[src/hw/tpcl_pkg.sv]
// Constants, types and register map of the tape parity check logic
package tpcl_pkg;
  localparam logic [7:0] TPCL_ADDR_CTRL = 8'h00;
  localparam logic [7:0] TPCL_ADDR_STATUS = 8'h04;
  localparam logic [7:0] TPCL_ADDR_MASK = 8'h08;
  localparam logic [7:0] TPCL_ADDR_SENSE = 8'h0C;
  localparam logic [7:0] TPCL_ADDR_LPAR = 8'h10;
  localparam logic [7:0] TPCL_ADDR_CHAR = 8'h14;
  localparam int TPCL_CTRL_MODE_LSB = 0;
  localparam int TPCL_CTRL_WRITE_BIT = 3;
  localparam int TPCL_CTRL_TMARK_BIT = 4;
  localparam int TPCL_CTRL_DUAL_BIT = 5;
  localparam int TPCL_CTRL_CONV_BIT = 6;
  localparam int TPCL_ST_VERT_BIT = 0;
  localparam int TPCL_ST_LONG_BIT = 1;
  localparam int TPCL_ST_CLIP_BIT = 4;
  localparam int TPCL_S6_SEVEN_BIT = 0;
  localparam int TPCL_S6_DUAL_BIT = 2;
  localparam int TPCL_S6_DENS_BIT = 3;
  localparam int TPCL_S6_NINE_BIT = 4;
  localparam logic [31:0] TPCL_CTRL_RESET = 32'h0000_0000;
  localparam logic [7:0] TPCL_MASK_RESET = 8'h00;
  localparam logic [31:0] TPCL_UNMAPPED_DATA = 32'h0000_0000;

  typedef enum logic [2:0] {
    TPCL_MODE_NRZI9 = 3'b000,
    TPCL_MODE_NRZI7 = 3'b001,
    TPCL_MODE_PE = 3'b010,
    TPCL_MODE_GCR = 3'b011
  } tpcl_mode_e;

  typedef enum logic [1:0] {
    TPCL_ST_IDLE = 2'b00,
    TPCL_ST_DATA = 2'b01,
    TPCL_ST_CHECK = 2'b10
  } tpcl_state_e;

  typedef struct packed {
    logic byteValid;
    logic [8:0] bits;
  } tpcl_byte_s;

  typedef struct packed {
    logic parityFail;
    logic corrected;
    logic ptrValid;
    logic twoPtrSet;
    logic eccFound;
    logic ptrMismatch;
    logic singleTrack;
    logic lostByte;
  } tpcl_err_s;
endpackage

[src/hw/tpcl_parity_reg.sv]
// Per-track longitudinal parity register
`timescale 1ns/1ps
`default_nettype none
module tpcl_parity_reg #(
  parameter int TRACKS = 9
) (
  input wire logic clock,
  input wire logic sys_rst,
  input wire logic clear,
  input wire logic accumulate,
  input wire logic [TRACKS-1:0] bits,
  output logic [TRACKS-1:0] parity
);
  initial begin
    if (TRACKS < 1 || TRACKS > 9) begin
      $error("TRACKS out of range");
    end
  end

  logic [TRACKS-1:0] parity_next;

  genvar t;
  generate
    for (t = 0; t < TRACKS; t++) begin : gTrack
      // Clear wins so a block never inherits the previous count
      assign parity_next[t] = clear ? 1'b0 : (accumulate ? (parity[t] ^ bits[t]) : parity[t]);
    end
  endgenerate

  always_ff @(posedge clock or posedge sys_rst) begin
    if (sys_rst) begin
      parity <= '0;
    end else begin
      parity <= parity_next;
    end
  end
endmodule
`default_nettype wire

[src/hw/tpcl_top.sv]
// Tape redundancy check logic with APB register access
`timescale 1ns/1ps
`default_nettype none
// Operation
// - A block with an odd one count in any track sets the longitudinal check error in NRZI 7 or 9 track work.
// - A per-track longitudinal parity register follows every track over a block, used only in NRZI modes.
// - An even track leaves its write trigger untouched at check-byte time, writing no bit there.
// - An odd track has its write trigger on at check-byte time and it is reset, writing a one bit.
// - A 6250 read with no two pointers set and no located track sets the vertical check flag.
// - A 6250 write single-track error whose pointer and code disagree sets the vertical check flag.
// - A phase-encoded byte parity failure without a track pointer sets the vertical check flag.
// - An uncorrectable byte parity failure in an NRZI read sets the vertical check flag.
// - Every byte across the tape width has its parity checked in NRZI and phase-encoded modes; 6250 (GCR) work does not use it.
// - A wrong-parity byte in an NRZI write or tape-mark write sets the high-clip parity flag.
// - The same flag also reports a lost byte in 7-track reading or writing.
// - Sense byte 6 bit 2 shows dual density in 6250 and phase-encoded-only 1600 modes.
// - Sense byte 6 bit 3 is off at 1600 bpi and on at any other density.
// - The loop-write command at load point selects phase-encoded mode.
// - An NRZI one bit is written by toggling the track write trigger once.
// - With the converter off, the 7-track character gate toggles once per written byte plus once for the check character of odd records.
module tpcl_top #(
  parameter int TRACKS = 9
) (
  input wire logic clock,
  input wire logic sys_rst,
  input wire logic psel,
  input wire logic penable,
  input wire logic pwrite,
  input wire logic [7:0] paddr,
  input wire logic [31:0] pwdata,
  output logic pready,
  output logic [31:0] prdata,
  output logic pslverr,
  input wire logic blockStart,
  input wire logic blockEnd,
  input wire tpcl_pkg::tpcl_byte_s tape_unit_read_bus,
  input wire tpcl_pkg::tpcl_err_s errIn,
  input wire logic diagnostic_loop_write_command,
  input wire logic atLoadPoint,
  output logic [TRACKS-1:0] tape_unit_write_bus,
  output logic charGate,
  output logic [7:0] senseByte3,
  output logic [7:0] senseByte6,
  output logic irq
);
  initial begin
    if (TRACKS != 9) begin
      $error("TRACKS must be 9");
    end
  end

  tpcl_pkg::tpcl_state_e state_reg, state_next;
  logic [31:0] ctrl_reg;
  logic [7:0] status_reg, mask_reg;
  logic peLatch_reg;
  logic oddRecord_reg;
  logic [TRACKS-1:0] trig_reg;
  logic [7:0] byteCount_reg;
  logic [TRACKS-1:0] lpar;

  wire logic setup = psel && !penable;
  wire logic access = psel && penable;
  // Writes land only on the edge that completes the transfer
  wire logic wrEn = access && pwrite && pready;
  wire logic selCtrl = paddr == tpcl_pkg::TPCL_ADDR_CTRL;
  wire logic selStatus = paddr == tpcl_pkg::TPCL_ADDR_STATUS;
  wire logic selMask = paddr == tpcl_pkg::TPCL_ADDR_MASK;
  wire logic selSense = paddr == tpcl_pkg::TPCL_ADDR_SENSE;
  wire logic selLpar = paddr == tpcl_pkg::TPCL_ADDR_LPAR;
  wire logic selChar = paddr == tpcl_pkg::TPCL_ADDR_CHAR;
  wire logic mapped = selCtrl || selStatus || selMask || selSense || selLpar || selChar;

  wire tpcl_pkg::tpcl_mode_e modeSw = tpcl_pkg::tpcl_mode_e'(ctrl_reg[tpcl_pkg::TPCL_CTRL_MODE_LSB +: 3]);
  // Loop write at load point forces phase encoding until software rewrites the mode
  wire tpcl_pkg::tpcl_mode_e mode = peLatch_reg ? tpcl_pkg::TPCL_MODE_PE : modeSw;
  wire logic isWrite = ctrl_reg[tpcl_pkg::TPCL_CTRL_WRITE_BIT];
  wire logic isTmark = ctrl_reg[tpcl_pkg::TPCL_CTRL_TMARK_BIT];
  wire logic dualDen = ctrl_reg[tpcl_pkg::TPCL_CTRL_DUAL_BIT];
  wire logic convOn = ctrl_reg[tpcl_pkg::TPCL_CTRL_CONV_BIT];
  wire logic modeNrzi = mode == tpcl_pkg::TPCL_MODE_NRZI9 || mode == tpcl_pkg::TPCL_MODE_NRZI7;
  wire logic mode7 = mode == tpcl_pkg::TPCL_MODE_NRZI7;
  wire logic modeGcr = mode == tpcl_pkg::TPCL_MODE_GCR;
  wire logic modePe = mode == tpcl_pkg::TPCL_MODE_PE;

  // 7-track bytes have only tracks 0 to 6; the top two bits are ignored there
  wire logic [TRACKS-1:0] trackMask = mode7 ? 9'h07F | 9'h000 : 9'h1FF;
  wire logic [TRACKS-1:0] dataBits = tape_unit_read_bus.bits & trackMask;
  wire logic inData = state_reg == tpcl_pkg::TPCL_ST_DATA;
  wire logic takeByte = inData && tape_unit_read_bus.byteValid;
  wire logic [TRACKS-1:0] noParity = 9'h000;

  // Odd parity per byte across the tape; 7-track uses seven tracks
  wire logic badParity = ~(^dataBits);
  wire logic byteBad = takeByte && (badParity || errIn.parityFail);

  wire logic vertGcrRd = modeGcr && !isWrite && takeByte && !errIn.twoPtrSet && !errIn.eccFound;
  wire logic vertGcrWr = modeGcr && isWrite && takeByte && errIn.singleTrack && errIn.ptrMismatch;
  wire logic vertPe = modePe && byteBad && !errIn.ptrValid;
  wire logic vertNrzi = modeNrzi && !isWrite && byteBad && !errIn.corrected;
  wire logic evVert = vertGcrRd || vertGcrWr || vertPe || vertNrzi;
  // Longitudinal parity should be even at block end
  wire logic evLong = modeNrzi && blockEnd && inData && (|(lpar & trackMask));
  wire logic evClip = (modeNrzi && (isWrite || isTmark) && byteBad)
    || (mode7 && takeByte && errIn.lostByte);

  wire logic [7:0] evVec = {3'h0, evClip, 2'h0, evLong, evVert};
  wire logic [7:0] clrVec = (wrEn && selStatus) ? pwdata[7:0] : 8'h00;
  // Set beats clear so an event in the clearing cycle survives
  wire logic [7:0] status_next = (status_reg & ~clrVec) | evVec;
  wire logic irq_next = |(status_next & mask_reg);

  // Density bits of sense byte 6
  wire logic dualShown = (modeGcr || modePe) && dualDen;
  wire logic densOn = !modePe;
  wire logic [7:0] sense6_next = {3'h0, mode == tpcl_pkg::TPCL_MODE_NRZI9 || modeGcr, densOn, dualShown,
    1'b0, mode7};
  wire logic [7:0] sense3_next = status_next;

  wire logic [31:0] readMux = selCtrl ? ctrl_reg
    : selStatus ? {24'h000000, status_reg}
    : selMask ? {24'h000000, mask_reg}
    : selSense ? {16'h0000, senseByte6, senseByte3}
    : selLpar ? {23'h000000, lpar}
    : selChar ? {24'h000000, byteCount_reg}
    : tpcl_pkg::TPCL_UNMAPPED_DATA;

  always_comb begin
    state_next = state_reg;
    case (state_reg)
      tpcl_pkg::TPCL_ST_IDLE: begin
        if (blockStart) begin
          state_next = tpcl_pkg::TPCL_ST_DATA;
        end
      end
      tpcl_pkg::TPCL_ST_DATA: begin
        if (blockEnd) begin
          state_next = (modeNrzi && isWrite) ? tpcl_pkg::TPCL_ST_CHECK : tpcl_pkg::TPCL_ST_IDLE;
        end
      end
      tpcl_pkg::TPCL_ST_CHECK: begin
        state_next = tpcl_pkg::TPCL_ST_IDLE;
      end
      default: begin
        state_next = tpcl_pkg::TPCL_ST_IDLE;
      end
    endcase
  end

  // Write triggers toggle once per one bit; at check time the odd tracks, whose triggers are on, are reset
  wire logic inCheck = state_reg == tpcl_pkg::TPCL_ST_CHECK;
  wire logic [TRACKS-1:0] trigToggle = (takeByte && modeNrzi && isWrite) ? dataBits : noParity;
  wire logic [TRACKS-1:0] trigCheck = trig_reg & ~(lpar & trackMask);
  wire logic [TRACKS-1:0] trig_next = blockStart ? noParity
    : inCheck ? trigCheck
    : trig_reg ^ trigToggle;
  // With the converter off the gate toggles per written data byte; odd 7-track records gain one for the check character
  wire logic gateByte = takeByte && mode7 && isWrite && !convOn;
  wire logic gateCheck = inCheck && mode7 && !convOn && oddRecord_reg;
  wire logic charGate_next = charGate ^ (gateByte || gateCheck);
  wire logic oddRecord_next = blockStart ? 1'b0 : (oddRecord_reg ^ takeByte);
  wire logic [7:0] byteCount_next = blockStart ? 8'h00 : byteCount_reg + {7'h00, takeByte};
  wire logic peLatch_next = (diagnostic_loop_write_command && atLoadPoint) ? 1'b1
    : (wrEn && selCtrl) ? 1'b0 : peLatch_reg;

  tpcl_parity_reg #(
    .TRACKS(TRACKS)
  ) uParity (
    .clock(clock),
    .sys_rst(sys_rst),
    .clear(blockStart),
    .accumulate(takeByte && modeNrzi),
    .bits(dataBits),
    .parity(lpar)
  );

  always_ff @(posedge clock or posedge sys_rst) begin
    if (sys_rst) begin
      state_reg <= tpcl_pkg::TPCL_ST_IDLE;
      trig_reg <= '0;
      charGate <= 1'b0;
      oddRecord_reg <= 1'b0;
      byteCount_reg <= 8'h00;
      peLatch_reg <= 1'b0;
    end else begin
      state_reg <= state_next;
      trig_reg <= trig_next;
      charGate <= charGate_next;
      oddRecord_reg <= oddRecord_next;
      byteCount_reg <= byteCount_next;
      peLatch_reg <= peLatch_next;
    end
  end

  always_ff @(posedge clock or posedge sys_rst) begin
    if (sys_rst) begin
      ctrl_reg <= tpcl_pkg::TPCL_CTRL_RESET;
      mask_reg <= tpcl_pkg::TPCL_MASK_RESET;
      status_reg <= 8'h00;
      irq <= 1'b0;
      senseByte3 <= 8'h00;
      senseByte6 <= 8'h00;
      tape_unit_write_bus <= '0;
    end else begin
      if (wrEn && selCtrl) begin
        ctrl_reg <= pwdata;
      end
      if (wrEn && selMask) begin
        mask_reg <= pwdata[7:0];
      end
      status_reg <= status_next;
      irq <= irq_next;
      senseByte3 <= sense3_next;
      senseByte6 <= sense6_next;
      tape_unit_write_bus <= trig_next;
    end
  end

  // No wait state: ready rises in the first access cycle and data is registered with it
  always_ff @(posedge clock or posedge sys_rst) begin
    if (sys_rst) begin
      pready <= 1'b0;
      prdata <= 32'h0000_0000;
      pslverr <= 1'b0;
    end else begin
      pready <= setup;
      prdata <= (setup && !pwrite) ? readMux : 32'h0000_0000;
      pslverr <= setup && !mapped;
    end
  end

  wire logic unusedBits = ^ctrl_reg[31:7];
endmodule
`default_nettype wire

[config.mk]
export PLATFORM = sky130hd
export DESIGN_NAME = tpcl_top
export DESIGN_NICKNAME = d
export VERILOG_FILES = /design/src/hw/tpcl_pkg.sv /design/src/hw/tpcl_parity_reg.sv /design/src/hw/tpcl_top.sv
export SDC_FILE = /design/constraint.sdc
export NUM_CORES = 1
export LEC_CHECK = 0
export CORE_MARGIN = 2
export CORE_UTILIZATION = 40
export CTS_BUF_LIST = sky130_fd_sc_hd__clkbuf_4
export DETAILED_ROUTE_END_ITERATION = 7
export DONT_BUFFER_PORTS = 1
export HOLD_SLACK_MARGIN = 0.15
export PLACE_DENSITY_LB_ADDON = 0.15
export SYNTH_ARGS = -nofsm -noshare
export SYNTH_HDL_FRONTEND = slang
export SYNTH_HIERARCHICAL = 1
export SYNTH_SLANG_ARGS = --single-unit
[constraint.sdc]
create_clock -name clock -period 3.6 [get_ports clock]
set_input_delay 0.36 -clock clock [delete_from_list [all_inputs] [get_ports clock]]
set_output_delay 0.36 -clock clock [all_outputs]
set_load 0.05 [all_outputs]
==> impl_metrics.json <==
{
  "synth-edff-count": 0,
  "hold_depth": 3,
  "rrSetupSlack_ns": 0.78,
  "dp_hpwl_um": 9490,
  "finalCritPeriodShare_pct": 78.3,
  "cts_buffers": 17,
  "yosysSeqAreaShare_pct": 56.5,
  "dp_slack_ns": 0.802,
  "crit_type": "flop to flop",
  "comb_power_share_pct": 6.7,
  "power_frac_seq_pct": 54.1,
  "wl_met1_um": 5940,
  "max_freq_mhz": 355,
  "routed_wl_um": 14000,
  "row_count": 41,
  "ys_types": 63,
  "post_cts_resized": 0,
  "seqCellArea_um2": 2950,
  "crit_required_ns": 4.02,
  "yosysMostFrequentCell": "dfrtp_1",
  "nets": 570,
  "ant_nets": 0,
  "clk_pin_slew_ns": 0.10,
  "reg2reg_to": "irq",
  "drv_cap": 0,
  "synthFlopType": "dfrtp_1",
  "grt_overflow_total": 0,
  "grt_use_total_pct": 21.0,
  "synth_area_um2": 5230,
  "arrival_ns": 3.24,
  "clock-root-buffer": "clkbuf_4",
  "skew_ns": 0.0216,
  "initial_core_util_pct": 41.3,
  "met3WireLength_um": 1030,
  "avgSynthCellArea_um2": 11.9,
  "fillers": 1187,
  "numPortBuffers": 0,
  "drt_pass1_iterations": 5,
  "start_kind": "flop",
  "yosys.area.top_type": "dfrtp_1",
  "drt-wirelength-per-cell_um": 20.5,
  "multi_input_area_um2": 2120,
  "min_period_ns": 2.82,
  "clockBufferDepth": 2,
  "outcome": "completed",
  "slew_headroom_pct": 27.2,
  "routed.top_layer": "met4",
  "tns_ns": 0,
  "cts_tree": "yes",
  "setup_slack_ns": 0.782,
  "grt_pass1_wl_um": 22300,
  "first_global_vias": 3847,
  "synth_common_cells": "dfrtp_1 (118), mux2_2 (36), nor2_1 (30)",
  "vias_per_cell": 5.56,
  "crit_fanout": 6,
  "ir_drop_mv": 0.195,
  "drive_gt1_share_pct": 17.5,
  "synth.top_cell.area_share_pct": 56.5,
  "dieArea_um2": 14000,
  "min_from": "blockEnd",
  "insertedDiodeCount": 0,
  "ys_ff_latch": 118,
  "hold_viol": 0,
  "io_pins": 128,
  "switching_share_pct": 23.7,
  "die-width_um": 118,
  "worst_r2r_startpoint": "pready",
  "cts-htree-levels": 4,
  "slew_viol_final": 0,
  "clockPowerShare_pct": 39.2,
  "setup_violations": 0,
  "worstMarginPinSlew_ns": 1.09,
  "worst_skew_pair.late_latency_ns": 0.54,
  "gp_congestion": 0.900,
  "p_sw_uw": 591,
  "vias": 3810,
  "end_kind": "flop",
  "antenna_found_initial": 0,
  "yosys_warnings": 6,
  "synthTopCellsByArea": "dfrtp_1 (56%), mux2_2 (7.8%), and2_1 (2.9%)",
  "hold_end": "state_reg[1]",
  "p_leak_uw": 0.00290,
  "coreArea_um2": 12700,
  "rsz0062_at_grt": "false",
  "hp-class": "primary input to flop",
  "cts.sinks": 118,
  "fp.dieH_um": 118,
  "grt_max_degree": 65,
  "drt_iter0_markers": 363,
  "async_flop_share_pct": 100,
  "syn-instance-count": 441,
  "p_per_area_nw_per_um2": 400,
  "area_growth_pct": 19.1,
  "p_int_uw": 1900,
  "rr_worst_depth": 6,
  "met2_wirelength_um": 6780,
  "drc": 0
}
layout make-up:
class | instances | share of cell area [%]
Clock buffer | 20 | 2.41
Clock inverter | 11 | 2.15
Inverter | 13 | 0.844
Multi-Input combinational cell | 290 | 34.1
Sequential cell | 118 | 47.4
Tap cell | 172 | 3.46
Timing Repair Buffer | 61 | 9.60
worst max-delay path by stage:
stage                     startpoint               end  slack, ns
after floorplan              sys_rst  byteCount_reg[0]       0.37
after global placement        pready               irq       0.89
after detailed placement      pready               irq       0.80
after CTS                     pready               irq       0.78
after global routing          pready               irq       0.62
final                         pready               irq       0.78
power groups by stage:
stage | Clock [uW] | Combinational, uW | Sequential (uW)
final | 977 | 167 | 1350
after global routing | 1070 | 183 | 1350
after CTS | 1000 | 169 | 1350
after detailed placement | 0 | 105 | 1370
after global placement | 0 | 106 | 1370
after floorplan | 0 | 94.3 | 1370
layout by cell type, fill, tap and decap left out, types with 3 or more instances in the layout:
cell / n
a2111oi_0: 7
a21bo_2: 8
a21boi_0: 4
a21oi_1: 23
a22oi_1: 6
a31oi_1: 5
and2_1: 24
and3_1: 11
buf_4: 5
bufinv_16: 3
clkbuf_4: 20
clkinv_2: 5
conb_1: 4
dfrtp_1: 118
dlygate4sd3_1: 56
inv_1: 10
mux2_1: 4
mux2_2: 36
mux2i_1: 8
nand2_1: 19
nand2b_1: 3
nand3_1: 7
nand3b_1: 11
nand4_1: 5
nor2_1: 29
nor2b_1: 6
nor3_1: 5
o21ai_0: 6
o22ai_1: 6
xnor2_1: 7
xor2_1: 6
per-layer routing:
metal / up-vias / global-route usage (%)
met3: 25 / 6.56
met4: 0 / 7.08
li1: 1699 / -
met2: 177 / 33.1
met1: 1909 / 27.6
met5: - / 0
through the flow:
step           power, uW  util, %  std cells  instance area [um^2]  hold slack (ns)
2_1_floorplan       1470        -        444                  5240            0.188
3_3_place_gp        1480     42.5        598                  5380            0.242
3_5_place_dp        1480     42.5        598                  5380            0.250
4_1_cts             2520     49.1        685                  6230            0.159
5_1_grt             2610     49.1        685                  6230            0.169
6_report            2490     49.1        685                  6230            0.199
critical path, stage by stage, from the launching register on:
cell and delay, ns:
dfrtp_1 0.67, nand4_1 0.39, nor2_1 0.43, a31oi_1 0.13, or4_1 0.55, a211o_1 0.29, a221o_1 0.26
repair_timing:
item | in CTS | in global routing
setup endpoints to repair | 0 | 0
buffers inserted | 0 | 0
hold endpoints to repair | 161 | 0
hold buffers | 56 | 0
cells by family (layout without fill, tap and decap cells):
logic type	count (synthesis)	after routing	synth area share [%]
AOI/OAI and AO/OA	89	89	12.4
buffers and inverters	36	105	3.35
DFF	118	118	56.5
muxes	48	48	10.1
other	1	4	0.0717
and+or+nand+nor	132	132	14.0
xor gates and xnor gates	15	15	3.04
adders and majority gates	2	2	0.479
Note: power is estimated with default switching activity, not from simulation.
